$ cat src/uemr_regs.vh
// Register map, field positions and encodings of the endpoint mode responder
`ifndef UEMR_REGS_VH
`define UEMR_REGS_VH
// Byte addresses on APB
`define UEMR_ADDR_MODE 12'h000
`define UEMR_ADDR_COUNT 12'h004
`define UEMR_ADDR_STATUS 12'h008
`define UEMR_ADDR_W 12
// Mode and count register fields
`define UEMR_MODE_LSB 0
`define UEMR_MODE_MSB 3
`define UEMR_STALL_BIT 7
`define UEMR_CNT_MSB 3
`define UEMR_CNT_LSB 0
// Register select bits of the bus decode
`define UEMR_SEL_MODE 0
`define UEMR_SEL_COUNT 1
`define UEMR_SEL_STATUS 2
`define UEMR_SEL_W 3
// Number of token type flags
`define UEMR_FLAG_W 3
// Status register bits: token type flags
`define UEMR_ST_SETUP 0
`define UEMR_ST_IN 1
`define UEMR_ST_OUT 2
// Mode encodings
`define UEMR_M_DISABLE 4'h0
`define UEMR_M_NAK_INOUT 4'h1
`define UEMR_M_STATUS_OUT 4'h2
`define UEMR_M_STALL_INOUT 4'h3
`define UEMR_M_IGNORE_INOUT 4'h4
`define UEMR_M_RSVD5 4'h5
`define UEMR_M_STATUS_IN 4'h6
`define UEMR_M_RSVD7 4'h7
`define UEMR_M_NAK_OUT 4'h8
`define UEMR_M_ACK_OUT 4'h9
`define UEMR_M_NAKOUT_STIN 4'hA
`define UEMR_M_ACKOUT_NAKIN 4'hB
`define UEMR_M_NAK_IN 4'hC
`define UEMR_M_ACK_IN 4'hD
`define UEMR_M_NAKIN_STOUT 4'hE
`define UEMR_M_ACKIN_STOUT 4'hF
// Token codes at the token port
`define UEMR_TOK_SETUP 2'h1
`define UEMR_TOK_IN 2'h2
`define UEMR_TOK_OUT 2'h3
// Response codes
`define UEMR_R_NONE 3'h0
`define UEMR_R_ACK 3'h1
`define UEMR_R_NAK 3'h2
`define UEMR_R_STALL 3'h3
`define UEMR_R_TXCNT 3'h4
`define UEMR_R_TX0 3'h5
`endif

$ cat src/uemr_responder.v
// Endpoint mode responder: mode register, token decision and automatic mode rewrites
`timescale 1ns/1ps
`default_nettype none
`include "uemr_regs.vh"
module uemr_responder (
    input wire CLOCK,
    input wire RESET,
    input wire PSEL,
    input wire PENABLE,
    input wire PWRITE,
    input wire [11:0] PADDR,
    input wire [31:0] PWDATA,
    output reg [31:0] PRDATA,
    output reg PREADY,
    output reg PSLVERR,
    input wire TOKEN_VALID,
    input wire [1:0] TOKEN_TYPE,
    input wire TOKEN_OK,
    input wire [3:0] OUT_LENGTH,
    input wire OUT_TOGGLE,
    input wire HOST_ACK,
    output reg RESP_VALID,
    output reg [2:0] RESP_CODE,
    output reg [3:0] RESP_LENGTH
);

// ----------------------------------------
// State
// ----------------------------------------
localparam ST_IDLE = 2'b01;
localparam ST_WAIT_ACK = 2'b10;

reg [3:0] mode;
reg stall_bit;
reg [3:0] byte_count;
wire [`UEMR_FLAG_W-1:0] token_flags;
reg [1:0] state;
reg [3:0] pending_mode;
reg pending_rewrite;

reg [2:0] next_resp;
reg next_rewrite_now;
reg next_rewrite_on_ack;
reg [3:0] next_rewrite_mode;

// Decode of SETUP-accepting encodings, used by response and rewrite logic
function accepts_setup;
    input [3:0] m;
    begin
        case (m)
            `UEMR_M_NAK_INOUT, `UEMR_M_STATUS_OUT, `UEMR_M_STALL_INOUT, `UEMR_M_IGNORE_INOUT,
            `UEMR_M_STATUS_IN, `UEMR_M_NAKOUT_STIN, `UEMR_M_ACKOUT_NAKIN, `UEMR_M_NAKIN_STOUT,
            `UEMR_M_ACKIN_STOUT: accepts_setup = 1'b1;
            default: accepts_setup = 1'b0;
        endcase
    end
endfunction

// Status check: zero-length payload with DATA1
function status_ok;
    input [3:0] len;
    input tog;
    begin
        status_ok = (len == 4'h0) && tog;
    end
endfunction

// ----------------------------------------
// Token decision
// ----------------------------------------
always @* begin
    next_resp = `UEMR_R_NONE;
    next_rewrite_now = 1'b0;
    next_rewrite_on_ack = 1'b0;
    next_rewrite_mode = mode;
    if (TOKEN_VALID && TOKEN_OK && state == ST_IDLE) begin
        case (TOKEN_TYPE)
            `UEMR_TOK_SETUP: begin
                if (accepts_setup(mode)) begin
                    next_resp = `UEMR_R_ACK;
                    next_rewrite_now = 1'b1;
                    next_rewrite_mode = `UEMR_M_NAK_INOUT;
                end
            end
            `UEMR_TOK_IN: begin
                case (mode)
                    `UEMR_M_NAK_INOUT, `UEMR_M_ACKOUT_NAKIN, `UEMR_M_NAK_IN, `UEMR_M_NAKIN_STOUT:
                        next_resp = `UEMR_R_NAK;
                    `UEMR_M_STATUS_OUT, `UEMR_M_STALL_INOUT: next_resp = `UEMR_R_STALL;
                    `UEMR_M_STATUS_IN, `UEMR_M_NAKOUT_STIN: next_resp = `UEMR_R_TX0;
                    `UEMR_M_ACK_IN: begin
                        next_resp = stall_bit ? `UEMR_R_STALL : `UEMR_R_TXCNT;
                        next_rewrite_on_ack = ~stall_bit;
                        next_rewrite_mode = `UEMR_M_NAK_IN;
                    end
                    `UEMR_M_ACKIN_STOUT, `UEMR_M_RSVD7: begin
                        next_resp = `UEMR_R_TXCNT;
                        next_rewrite_on_ack = (mode == `UEMR_M_ACKIN_STOUT);
                        next_rewrite_mode = `UEMR_M_NAKIN_STOUT;
                    end
                    default: next_resp = `UEMR_R_NONE;
                endcase
            end
            `UEMR_TOK_OUT: begin
                case (mode)
                    `UEMR_M_NAK_INOUT, `UEMR_M_NAK_OUT, `UEMR_M_NAKOUT_STIN: next_resp = `UEMR_R_NAK;
                    `UEMR_M_STALL_INOUT, `UEMR_M_STATUS_IN: next_resp = `UEMR_R_STALL;
                    `UEMR_M_STATUS_OUT, `UEMR_M_NAKIN_STOUT, `UEMR_M_ACKIN_STOUT:
                        next_resp = status_ok(OUT_LENGTH, OUT_TOGGLE) ? `UEMR_R_ACK : `UEMR_R_STALL;
                    `UEMR_M_ACKOUT_NAKIN: begin
                        next_resp = `UEMR_R_ACK;
                        next_rewrite_now = 1'b1;
                        next_rewrite_mode = `UEMR_M_NAK_INOUT;
                    end
                    `UEMR_M_ACK_OUT: begin
                        next_resp = stall_bit ? `UEMR_R_STALL : `UEMR_R_ACK;
                        next_rewrite_now = ~stall_bit;
                        next_rewrite_mode = `UEMR_M_NAK_OUT;
                    end
                    // Reserved 0101 answers OUT only, with ACK
                    `UEMR_M_RSVD5: next_resp = `UEMR_R_ACK;
                    default: next_resp = `UEMR_R_NONE;
                endcase
            end
            default: next_resp = `UEMR_R_NONE;
        endcase
    end
end

// ----------------------------------------
// Bus decode
// ----------------------------------------
// One-hot register select, shared by write strobes, error flag and read mux
function [`UEMR_SEL_W-1:0] reg_select;
    input [`UEMR_ADDR_W-1:0] addr;
    begin
        reg_select = {`UEMR_SEL_W{1'b0}};
        case (addr)
            `UEMR_ADDR_MODE: begin
                reg_select[`UEMR_SEL_MODE] = 1'b1;
            end
            `UEMR_ADDR_COUNT: begin
                reg_select[`UEMR_SEL_COUNT] = 1'b1;
            end
            `UEMR_ADDR_STATUS: begin
                reg_select[`UEMR_SEL_STATUS] = 1'b1;
            end
            default: begin
                reg_select = {`UEMR_SEL_W{1'b0}};
            end
        endcase
    end
endfunction

wire [`UEMR_SEL_W-1:0] sel = reg_select(PADDR);
wire setup_phase = PSEL && !PENABLE;
wire bus_access = PSEL && PENABLE && PREADY;
wire addr_ok = |sel;
wire fw_write = bus_access && PWRITE;
wire fw_mode_wr = fw_write && sel[`UEMR_SEL_MODE];
wire fw_count_wr = fw_write && sel[`UEMR_SEL_COUNT];
wire flags_clear = fw_write && sel[`UEMR_SEL_STATUS];

// ----------------------------------------
// Handshake decode
// ----------------------------------------
wire ack_done = state == ST_WAIT_ACK && TOKEN_VALID == 1'b0 && HOST_ACK;
wire ack_abort = state == ST_WAIT_ACK && TOKEN_VALID;
wire tok_hit = TOKEN_VALID && TOKEN_OK && state == ST_IDLE;
wire data_answer = (next_resp == `UEMR_R_TXCNT) || (next_resp == `UEMR_R_TX0);

// ----------------------------------------
// Bus answer
// ----------------------------------------
// No wait state: decode is registered, so the answer trails setup by one clock
always @(posedge CLOCK or posedge RESET) begin
    if (RESET) begin
        PREADY <= 1'b0;
        PSLVERR <= 1'b0;
    end else begin
        PREADY <= setup_phase;
        PSLVERR <= setup_phase && !addr_ok;
    end
end

// Read data is captured in setup and held until the next read
always @(posedge CLOCK or posedge RESET) begin
    if (RESET) begin
        PRDATA <= 32'h0;
    end else if (setup_phase && !PWRITE) begin
        if (sel[`UEMR_SEL_MODE]) begin
            PRDATA <= {24'h0, stall_bit, 3'h0, mode};
        end else if (sel[`UEMR_SEL_COUNT]) begin
            PRDATA <= {28'h0, byte_count};
        end else if (sel[`UEMR_SEL_STATUS]) begin
            PRDATA <= {29'h0, token_flags};
        end else begin
            PRDATA <= 32'h0;
        end
    end
end

// ----------------------------------------
// Mode field
// ----------------------------------------
always @(posedge CLOCK or posedge RESET) begin
    if (RESET) begin
        mode <= `UEMR_M_DISABLE;
    end else begin
        // rewrite on the token or after handshake, wins over firmware
        if (next_rewrite_now) begin
            mode <= next_rewrite_mode;
        end else if (ack_done && pending_rewrite) begin
            mode <= pending_mode;
        end else if (fw_mode_wr) begin
            mode <= PWDATA[`UEMR_MODE_MSB:`UEMR_MODE_LSB];
        end
    end
end

// Stall bit only changes by firmware; the engine never touches it
always @(posedge CLOCK or posedge RESET) begin
    if (RESET) begin
        stall_bit <= 1'b0;
    end else if (fw_mode_wr) begin
        stall_bit <= PWDATA[`UEMR_STALL_BIT];
    end
end

// ----------------------------------------
// Byte count
// ----------------------------------------
always @(posedge CLOCK or posedge RESET) begin
    if (RESET) begin
        byte_count <= 4'h0;
    end else if (fw_count_wr) begin
        byte_count <= PWDATA[`UEMR_CNT_MSB:`UEMR_CNT_LSB];
    end
end

// ----------------------------------------
// Data handshake wait
// ----------------------------------------
// Only data answers wait for the host; its ACK applies the deferred rewrite
always @(posedge CLOCK or posedge RESET) begin
    if (RESET) begin
        state <= ST_IDLE;
        pending_mode <= `UEMR_M_DISABLE;
        pending_rewrite <= 1'b0;
    end else begin
        case (state)
            ST_IDLE: begin
                if (tok_hit && data_answer) begin
                    state <= ST_WAIT_ACK;
                    pending_rewrite <= next_rewrite_on_ack;
                    pending_mode <= next_rewrite_mode;
                end
            end
            ST_WAIT_ACK: begin
                // A new token means the host gave up on the packet: no rewrite
                if (ack_done || ack_abort) begin
                    state <= ST_IDLE;
                    pending_rewrite <= 1'b0;
                end
            end
            default: begin
                state <= ST_IDLE;
                pending_rewrite <= 1'b0;
            end
        endcase
    end
end

// ----------------------------------------
// Token flags
// ----------------------------------------
wire [`UEMR_FLAG_W-1:0] flag_set;
assign flag_set[`UEMR_ST_SETUP] = tok_hit && TOKEN_TYPE == `UEMR_TOK_SETUP;
assign flag_set[`UEMR_ST_IN] = tok_hit && TOKEN_TYPE == `UEMR_TOK_IN;
assign flag_set[`UEMR_ST_OUT] = tok_hit && TOKEN_TYPE == `UEMR_TOK_OUT;

// Set wins over a same-cycle clear, so firmware never loses a token
genvar gi;
generate
    for (gi = 0; gi < `UEMR_FLAG_W; gi = gi + 1) begin : g_flag
        reg flag_q;
        always @(posedge CLOCK or posedge RESET) begin
            if (RESET) begin
                flag_q <= 1'b0;
            end else if (flag_set[gi]) begin
                flag_q <= 1'b1;
            end else if (flags_clear && PWDATA[gi]) begin
                flag_q <= 1'b0;
            end
        end
        assign token_flags[gi] = flag_q;
    end
endgenerate

// ----------------------------------------
// Token answer
// ----------------------------------------
// Answer stands one cycle; length is zero unless counted data goes out
always @(posedge CLOCK or posedge RESET) begin
    if (RESET) begin
        RESP_VALID <= 1'b0;
        RESP_CODE <= `UEMR_R_NONE;
        RESP_LENGTH <= 4'h0;
    end else begin
        RESP_VALID <= next_resp != `UEMR_R_NONE;
        RESP_CODE <= next_resp;
        if (next_resp == `UEMR_R_TXCNT) begin
            RESP_LENGTH <= byte_count;
        end else begin
            RESP_LENGTH <= 4'h0;
        end
    end
end

endmodule
`default_nettype wire

$ cat config.mk
export PLATFORM = sky130hd
export DESIGN_NAME = uemr_responder
export DESIGN_NICKNAME = d
export VERILOG_FILES = /design/src/uemr_responder.v
export VERILOG_INCLUDE_DIRS = /design/src /design/src/src
export SDC_FILE = /design/constraint.sdc
export NUM_CORES = 1
export LEC_CHECK = 0
export BUFFER_PORTS_ARGS = -buffer_cell sky130_fd_sc_hd__buf_2
export CORE_MARGIN = 4
export CORE_UTILIZATION = 30
export CTS_BUF_LIST = sky130_fd_sc_hd__clkbuf_4 sky130_fd_sc_hd__clkbuf_8
export CTS_CLUSTER_SIZE = 10
export DETAILED_ROUTE_END_ITERATION = 10
export GPL_TIMING_DRIVEN = 0
export HOLD_SLACK_MARGIN = 0.02
export PLACE_DENSITY_LB_ADDON = 0.25
export SYNTH_ARGS = -nofsm -noshare
export SYNTH_HDL_FRONTEND = slang
export SYNTH_SLANG_ARGS = --single-unit
$ cat constraint.sdc
create_clock -name CLOCK -period 1.6 [get_ports CLOCK]
set_input_delay 0.32 -clock CLOCK [delete_from_list [all_inputs] [get_ports CLOCK]]
set_output_delay 0.32 -clock CLOCK [all_outputs]
set_load 0.02 [all_outputs]
==> metrics.md, run 1 <==
| Metric | Value |
|---|---|
| Vias per inst | 4.47 |
| Cell Area, Synth | 0.00213 mm2 |
| Multi-input combinational cell area | 0.00119 mm2 |
| Die width | 92.2 um |
| Max-slew violations | 0 |
| Port bufs | 44 |
| Synth Warn # | 0 |
| Vias | 1829 |
| Number of flops mapped to enable cells by yosys | 0 |
| Clk_lat worst skew | 0.29 ns |
| Number of failing hold endpoints at the final stage | 0 |
| CTS tree | done |
| Wl on met1 | 2.22 mm |
| I/O pin count | 101 |
| Slew Limit Headroom | 0.522 |
| Violated checks | negative setup slack |
| CP startpoint kind | flip-flop |
| Crit path max fanout | 5 |
| Detail Placement HPWL | 3.89 mm |
| Largest family of logic cells by synthesized area | simple AND/OR/NAND/NOR gates |
| Initial antenna violation count | 0 |
| Routability cong. | 0.872 |
| Worst Setup Slack, final | -0.0675 ns |
| Multiplexer share of the synthesized area | 0.0812 |
| Critical path data required time | 1.77 ns |
| Final cycle utilization of the critical path | 1.04 |
| Crit path kind | flip-flop to flip-flop |
| DR WL/cell | 13.0 um |
| Outcome | finished with violations |
| Ys flop type | dfrtp_1 |
| Worst Path Arrival | 1.84 ns |
| Distinct cells, synth | 54 |
| First-pass GRT wire length | 8.69 mm |
| Core area | 0.00683 mm2 |
| CTS Buffer Depth | 2 |
| Number of global-route vias before repair | 1778 |
| Hold buffers post-CTS | 0 |
| Worst Tran Pin Value | 0.717 ns |
| Synth area leader | dfrtp_1 |
| Total track usage | 0.129 |
| Antenna diodes | 0 |
| Synth Area in Compound Gates | 0.155 |
| Fill cell count | 705 |
| Worst vdd ir | 0.000228 V |
| Synth top area share | 0.388 |
| Ranking of synthesized cells by area | dfrtp_1, buf_4, mux2i_1 |
| Post-synthesis xor/xnor area fraction | 0.00412 |
| Hold Path Class | primary input to asynchronous set/reset pin |
| Synthesized flop and latch total | 34 |
| Adder-Cell Fraction of Synth Area | 0 |
| DR iter-0 viols | 118 |
| Metal2 WL | 2.79 mm |
| FFs w/ async S/R, synth | 1.00 |
| Max-Cap Viols | 0 |
| Row Count | 30 |
| Synthesis-to-layout area growth | 36.2% |
| Clk sink count | 34 |
| Minimum clock period | 1.67 ns |
| Seq/Total Area, Yosys | 0.401 |
| WL met3 | 217 um |
| Share of cells above drive strength 1 | 0.425 |
| Max Clock Freq | 0.600 GHz |
| Final setup vio count | 3 |
| RSZ-0062 raised after global routing | true |
| Register Area | 852 um2 |
| PwrDens | 627 mW/mm2 |
| Total power | 1.82 mW |
| Clock skew | 0.00488 ns |
| Reg2Reg Depth | 6 |
| Syn avg cell area | 9.58 um2 |
| Post-Route WL | 5.31 mm |
| DRC | 0 |
| DR top layer | met4 |
| Worst-path clk slew | 0.07 ns |
| # nets final | 371 |
| Cell count after synthesis | 222 |
| Pleak | 1.47 nW |
| Synth Area in Simple Gates | 0.218 |
| CTS root buf | clkbuf_8 |
| CTS H-tree lvls | 2 |
| Worst slack, placed | -0.263 ns |
| Largest net degree at the start of global routing | 35 |
| Die H | 92.2 um |
| CTS Buf Count | 5 |
| Post-DRT Antenna Nets | 0 |
| Drt first pass iters | 4 |
| Endpoint class of the critical path | flip-flop |
| Total global routing overflow | 0 |
| Initial Util | 0.311 |
| Die ar. | 0.00850 mm2 |
## routing by layer
| metal | GRT usage | vias up |
|---|---|---|
| met5 | 0 | - |
| met4 | 0.0371 | 0 |
| met3 | 0.0353 | 8 |
| met2 | 0.221 | 44 |
| met1 | 0.159 | 859 |
| li1 | - | 918 |
## layout make-up
cell class / instances / share of cell area
Timing Repair Buffer: 57 / 0.111
Multi-Input combinational cell: 168 / 0.411
Buffer: 38 / 0.0989
Sequential cell: 34 / 0.294
Clock buffer: 7 / 0.0311
Inverter: 8 / 0.0104
Tap cell: 96 / 0.0415
Clock inverter: 1 / 0.00173
## logic make-up after synthesis
family,after synthesis
compound gates,48
flops,34
other cells,1
buf+inv,46
xor+xnor,1
simple gates,77
mux,15
## worst max-delay path: stages, from the launching register on
cell and delay [ns]:
dfrtp_1 0.41, buf_4 0.15, xnor2_1 0.11, or3_4 0.35, a31oi_4 0.28, a311o_1 0.19, a21oi_1 0.07
## worst paths after layout
check                               start           end  slack [ns]
max in group asynchronous           RESET      state[1]        0.99
worst min-delay path                RESET  RESP_CODE[0]        0.15
worst max register to register    mode[0]       mode[0]       -0.07
worst max-delay path              mode[0]       mode[0]       -0.07
min in group CLOCK                PENABLE        PREADY        0.21
worst min register to register  PRDATA[2]     PRDATA[2]        0.48
## flip-flops by register name, summed over array words and instances, names as in the netlist
signal           count
PRDATA               5
RESP_LENGTH          4
byte_count           4
mode                 4
pending_mode         4
RESP_CODE            3
g_flag.flag_q        3
state                2
PREADY               1
PSLVERR              1
RESP_VALID           1
pending_rewrite      1
stall_bit            1
## metrics by stage
step           instance area [um2]  utilization  hold slack [ns]  cells  setup TNS, ns
3_5_place_dp                  2570        0.377            0.470    388          -3.01
4_1_cts                       2810        0.411            0.208    404       -0.00279
5_1_grt                       2900        0.424            0.217    409         -0.522
2_1_floorplan                 2230            -            0.405    248              0
3_3_place_gp                  2570        0.377            0.466    388          -2.80
6_report                      2900        0.424            0.148    409        -0.0920
## where the power goes
| part | switching (mW) | internal, mW |
|---|---|---|
| clock network | 0.305 | 0.364 |
| registers | 0.00406 | 0.868 |
| logic | 0.164 | 0.112 |
| total | 0.473 | 1.34 |
## synthesized netlist by cell type, drive strengths merged, types with 3 or more instances
library cell,instances
a211oi,3
mux2,6
o21ai,8
nand3,6
a31oi,3
o31ai,3
a21oi,11
o211ai,3
inv,8
nor2b,7
nor4,5
nand2b,6
nor2,13
nand3b,3
nand4,3
nand2,17
buf,37
dfrtp,33
mux2i,9
and2,4
nor3,3
## cells in the final DEF (no fill, tap or decap), drive strengths merged, types with 2 or more instances in the layout
cell,count
a211oi,3
a21boi,2
a21oi,11
a31oi,3
and2,4
and2b,2
and3b,2
buf,93
clkbuf,9
conb,27
dfrtp,33
inv,8
mux2,6
mux2i,9
nand2,17
nand2b,6
nand3,6
nand3b,3
nand4,3
nor2,13
nor2b,7
nor3,3
nor4,5
o211ai,3
o21ai,8
o22a,2
o2bb2ai,2
o31ai,3
or3,2
## repair_timing
| item | in CTS | in global routing |
|---|---|---|
| cloned | 0 | 0 |
| endpoints found under the setup margin | 14 | 13 |
| setup buffers | 8 | 5 |
| hold endpoints to repair | 0 | 0 |
| pin swaps | 6 | 7 |
| gates resized for setup | 19 | 13 |
Power figures use the tool's default switching activity.
==> run 2: changes to the inputs <==
Settings changed: GPL_TIMING_DRIVEN 0 to not set.
==> metrics.md, run 2 (synthesized netlist as in run 1, its figures left out) <==
| Metric | Value |
|---|---|
| Outcome | finished with violations |
| Violated checks | negative setup slack |
| Pleak | 1.43 nW |
| Worst hold slack | 0.114 ns |
| Max-Cap Viols | 0 |
| Final setup vio count | 5 |
| Total track usage | 0.128 |
| Row Count | 30 |
| Most flop-heavy register | PRDATA |
| Number of global-route vias before repair | 1869 |
| Post-Place Cells | 395 |
| DR top layer | met4 |
| Final cycle utilization of the critical path | 1.02 |
| Post-DRT Antenna Nets | 0 |
| Switching pwr | 0.489 mW |
| RSZ-0062 raised after global routing | true |
| Clock skew | 0.0116 ns |
| I/O pin count | 101 |
| Slowest CP cell | dfrtp_2 |
| Wl on met1 | 2.34 mm |
| Die ar. | 0.00850 mm2 |
| Post-Route WL | 5.37 mm |
| CTS Buf Count | 5 |
| Share of power burned in registers | 0.489 |
| Crit path cell chain | o21bai_1, a21oi_1, o311ai_2, a31oi_1, or3_1 |
| Crit path kind | flip-flop to flip-flop |
| Total global routing overflow | 0 |
| Worst-path clk slew | 0.07 ns |
| Worst path top cell family by delay | compound AO/OA/AOI/OAI gates |
| Number of failing hold endpoints at the final stage | 0 |
| Port bufs | 46 |
| Die H | 92.2 um |
| Fill cell count | 690 |
| Critical path data required time | 1.76 ns |
| Antenna diodes | 0 |
| Detail Placement HPWL | 4.10 mm |
| Routability cong. | 0.825 |
| Initial Util | 0.311 |
| # nets final | 371 |
| Most frequent cells in the layout | buf_2, buf_4, dfrtp_1 |
| DRC | 0 |
| Register Area | 857 um2 |
| Vias per inst | 4.59 |
| Metal2 WL | 2.66 mm |
| Endpoint class of the critical path | flip-flop |
| CTS tree | done |
| Worst Path Arrival | 1.80 ns |
| DR WL/cell | 13.1 um |
| Core area | 0.00683 mm2 |
| Minimum clock period | 1.64 ns |
| Crit path max fanout | 9 |
| Clk sink count | 34 |
| Clk_lat worst skew | 0.29 ns |
| CTS H-tree lvls | 2 |
| Internal Power | 1.29 mW |
| Synthesis-to-layout area growth | 34.1% |
| Worst vdd ir | 0.000292 V |
| Worst Setup Slack, final | -0.0394 ns |
| Fin Setup TNS | -0.105 ns |
| Buffers & Inverters on Critical Path | 0 |
| Power share of the clock group | 0.379 |
| Initial antenna violation count | 0 |
| Worst slack, placed | -0.116 ns |
| CTS Buffer Depth | 2 |
| Share of total power in combinational logic | 0.132 |
| First-pass GRT wire length | 8.62 mm |
| Vias | 1877 |
| Drt first pass iters | 4 |
| Share of cells above drive strength 1 | 0.422 |
| Multi-input combinational cell area | 0.00114 mm2 |
| Reg-to-Reg Start | mode[0] |
| DR iter-0 viols | 170 |
| Crit-path max cell delay | 0.49 ns |
| Hold Path Class | primary input to asynchronous set/reset pin |
| PwrDens | 625 mW/mm2 |
| Max Clock Freq | 0.610 GHz |
| Total power | 1.78 mW |
| Reg2Reg Depth | 5 |
| Switching Share | 0.274 |
| CTS root buf | clkbuf_8 |
| Largest net degree at the start of global routing | 35 |
| WL met3 | 275 um |
| Flop2flop setup slack | -0.04 ns |
| Max-slew violations | 0 |
| Reg2reg end | RESP_VALID |
| Largest register FFs | 5 |
| Die width | 92.2 um |
| CP startpoint kind | flip-flop |
| Post-route insts no fill | 409 |
[run 2: per-layer routing]
metal | vias up | GRT usage
li1 | 917 | -
met1 | 907 | 0.155
met2 | 45 | 0.217
met3 | 8 | 0.0369
met4 | 0 | 0.0421
met5 | - | 0
[run 2: tightest hold or removal path: cells and delay by family]
kind | cells | cell delay, ns
buf+inv | 3 | 0.50
[run 2: through the flow]
| stage | cell area [um2] | util |
|---|---|---|
| after floorplan | 2230 | - |
| after global placement | 2640 | 0.386 |
| after detailed placement | 2640 | 0.386 |
| after CTS | 2780 | 0.407 |
| after global routing | 2850 | 0.417 |
| final | 2850 | 0.417 |
[run 2: power groups by stage]
stage	combinational [mW]	clock [mW]	sequential, mW
after detailed placement	0.222	0	0.889
after CTS	0.229	0.694	0.872
after floorplan	0.179	0	0.893
after global routing	0.259	0.743	0.872
after global placement	0.220	0	0.889
final	0.235	0.676	0.872
[run 2: worst max path at each step]
stage,from,end,slack [ns],cells past startpoint
after CTS,state[0],pending_mode[2],-0.03,5
after detailed placement,PADDR[5],mode[3],-0.12,7
after floorplan,state[0],pending_mode[1],0.02,4
after global routing,mode[0],RESP_VALID,-0.09,5
after global placement,state[0],pending_mode[1],-0.12,4
final,mode[0],RESP_VALID,-0.04,5
[run 2: timing repair]
action | in CTS | in global routing
pin swaps | 4 | 1
endpoints found under the setup margin | 10 | 10
hold endpoints to repair | 0 | 0
hold buffers | 0 | 0
buffers inserted | 3 | 3
gates resized for setup | 11 | 13
[run 2: final cells by class]
| type | count | area share |
|---|---|---|
| Clock inverter | 2 | 0.00439 |
| Inverter | 8 | 0.0105 |
| Sequential cell | 34 | 0.301 |
| Timing Repair Buffer | 95 | 0.214 |
| Clock buffer | 6 | 0.0290 |
| Tap cell | 96 | 0.0421 |
| Multi-Input combinational cell | 168 | 0.400 |
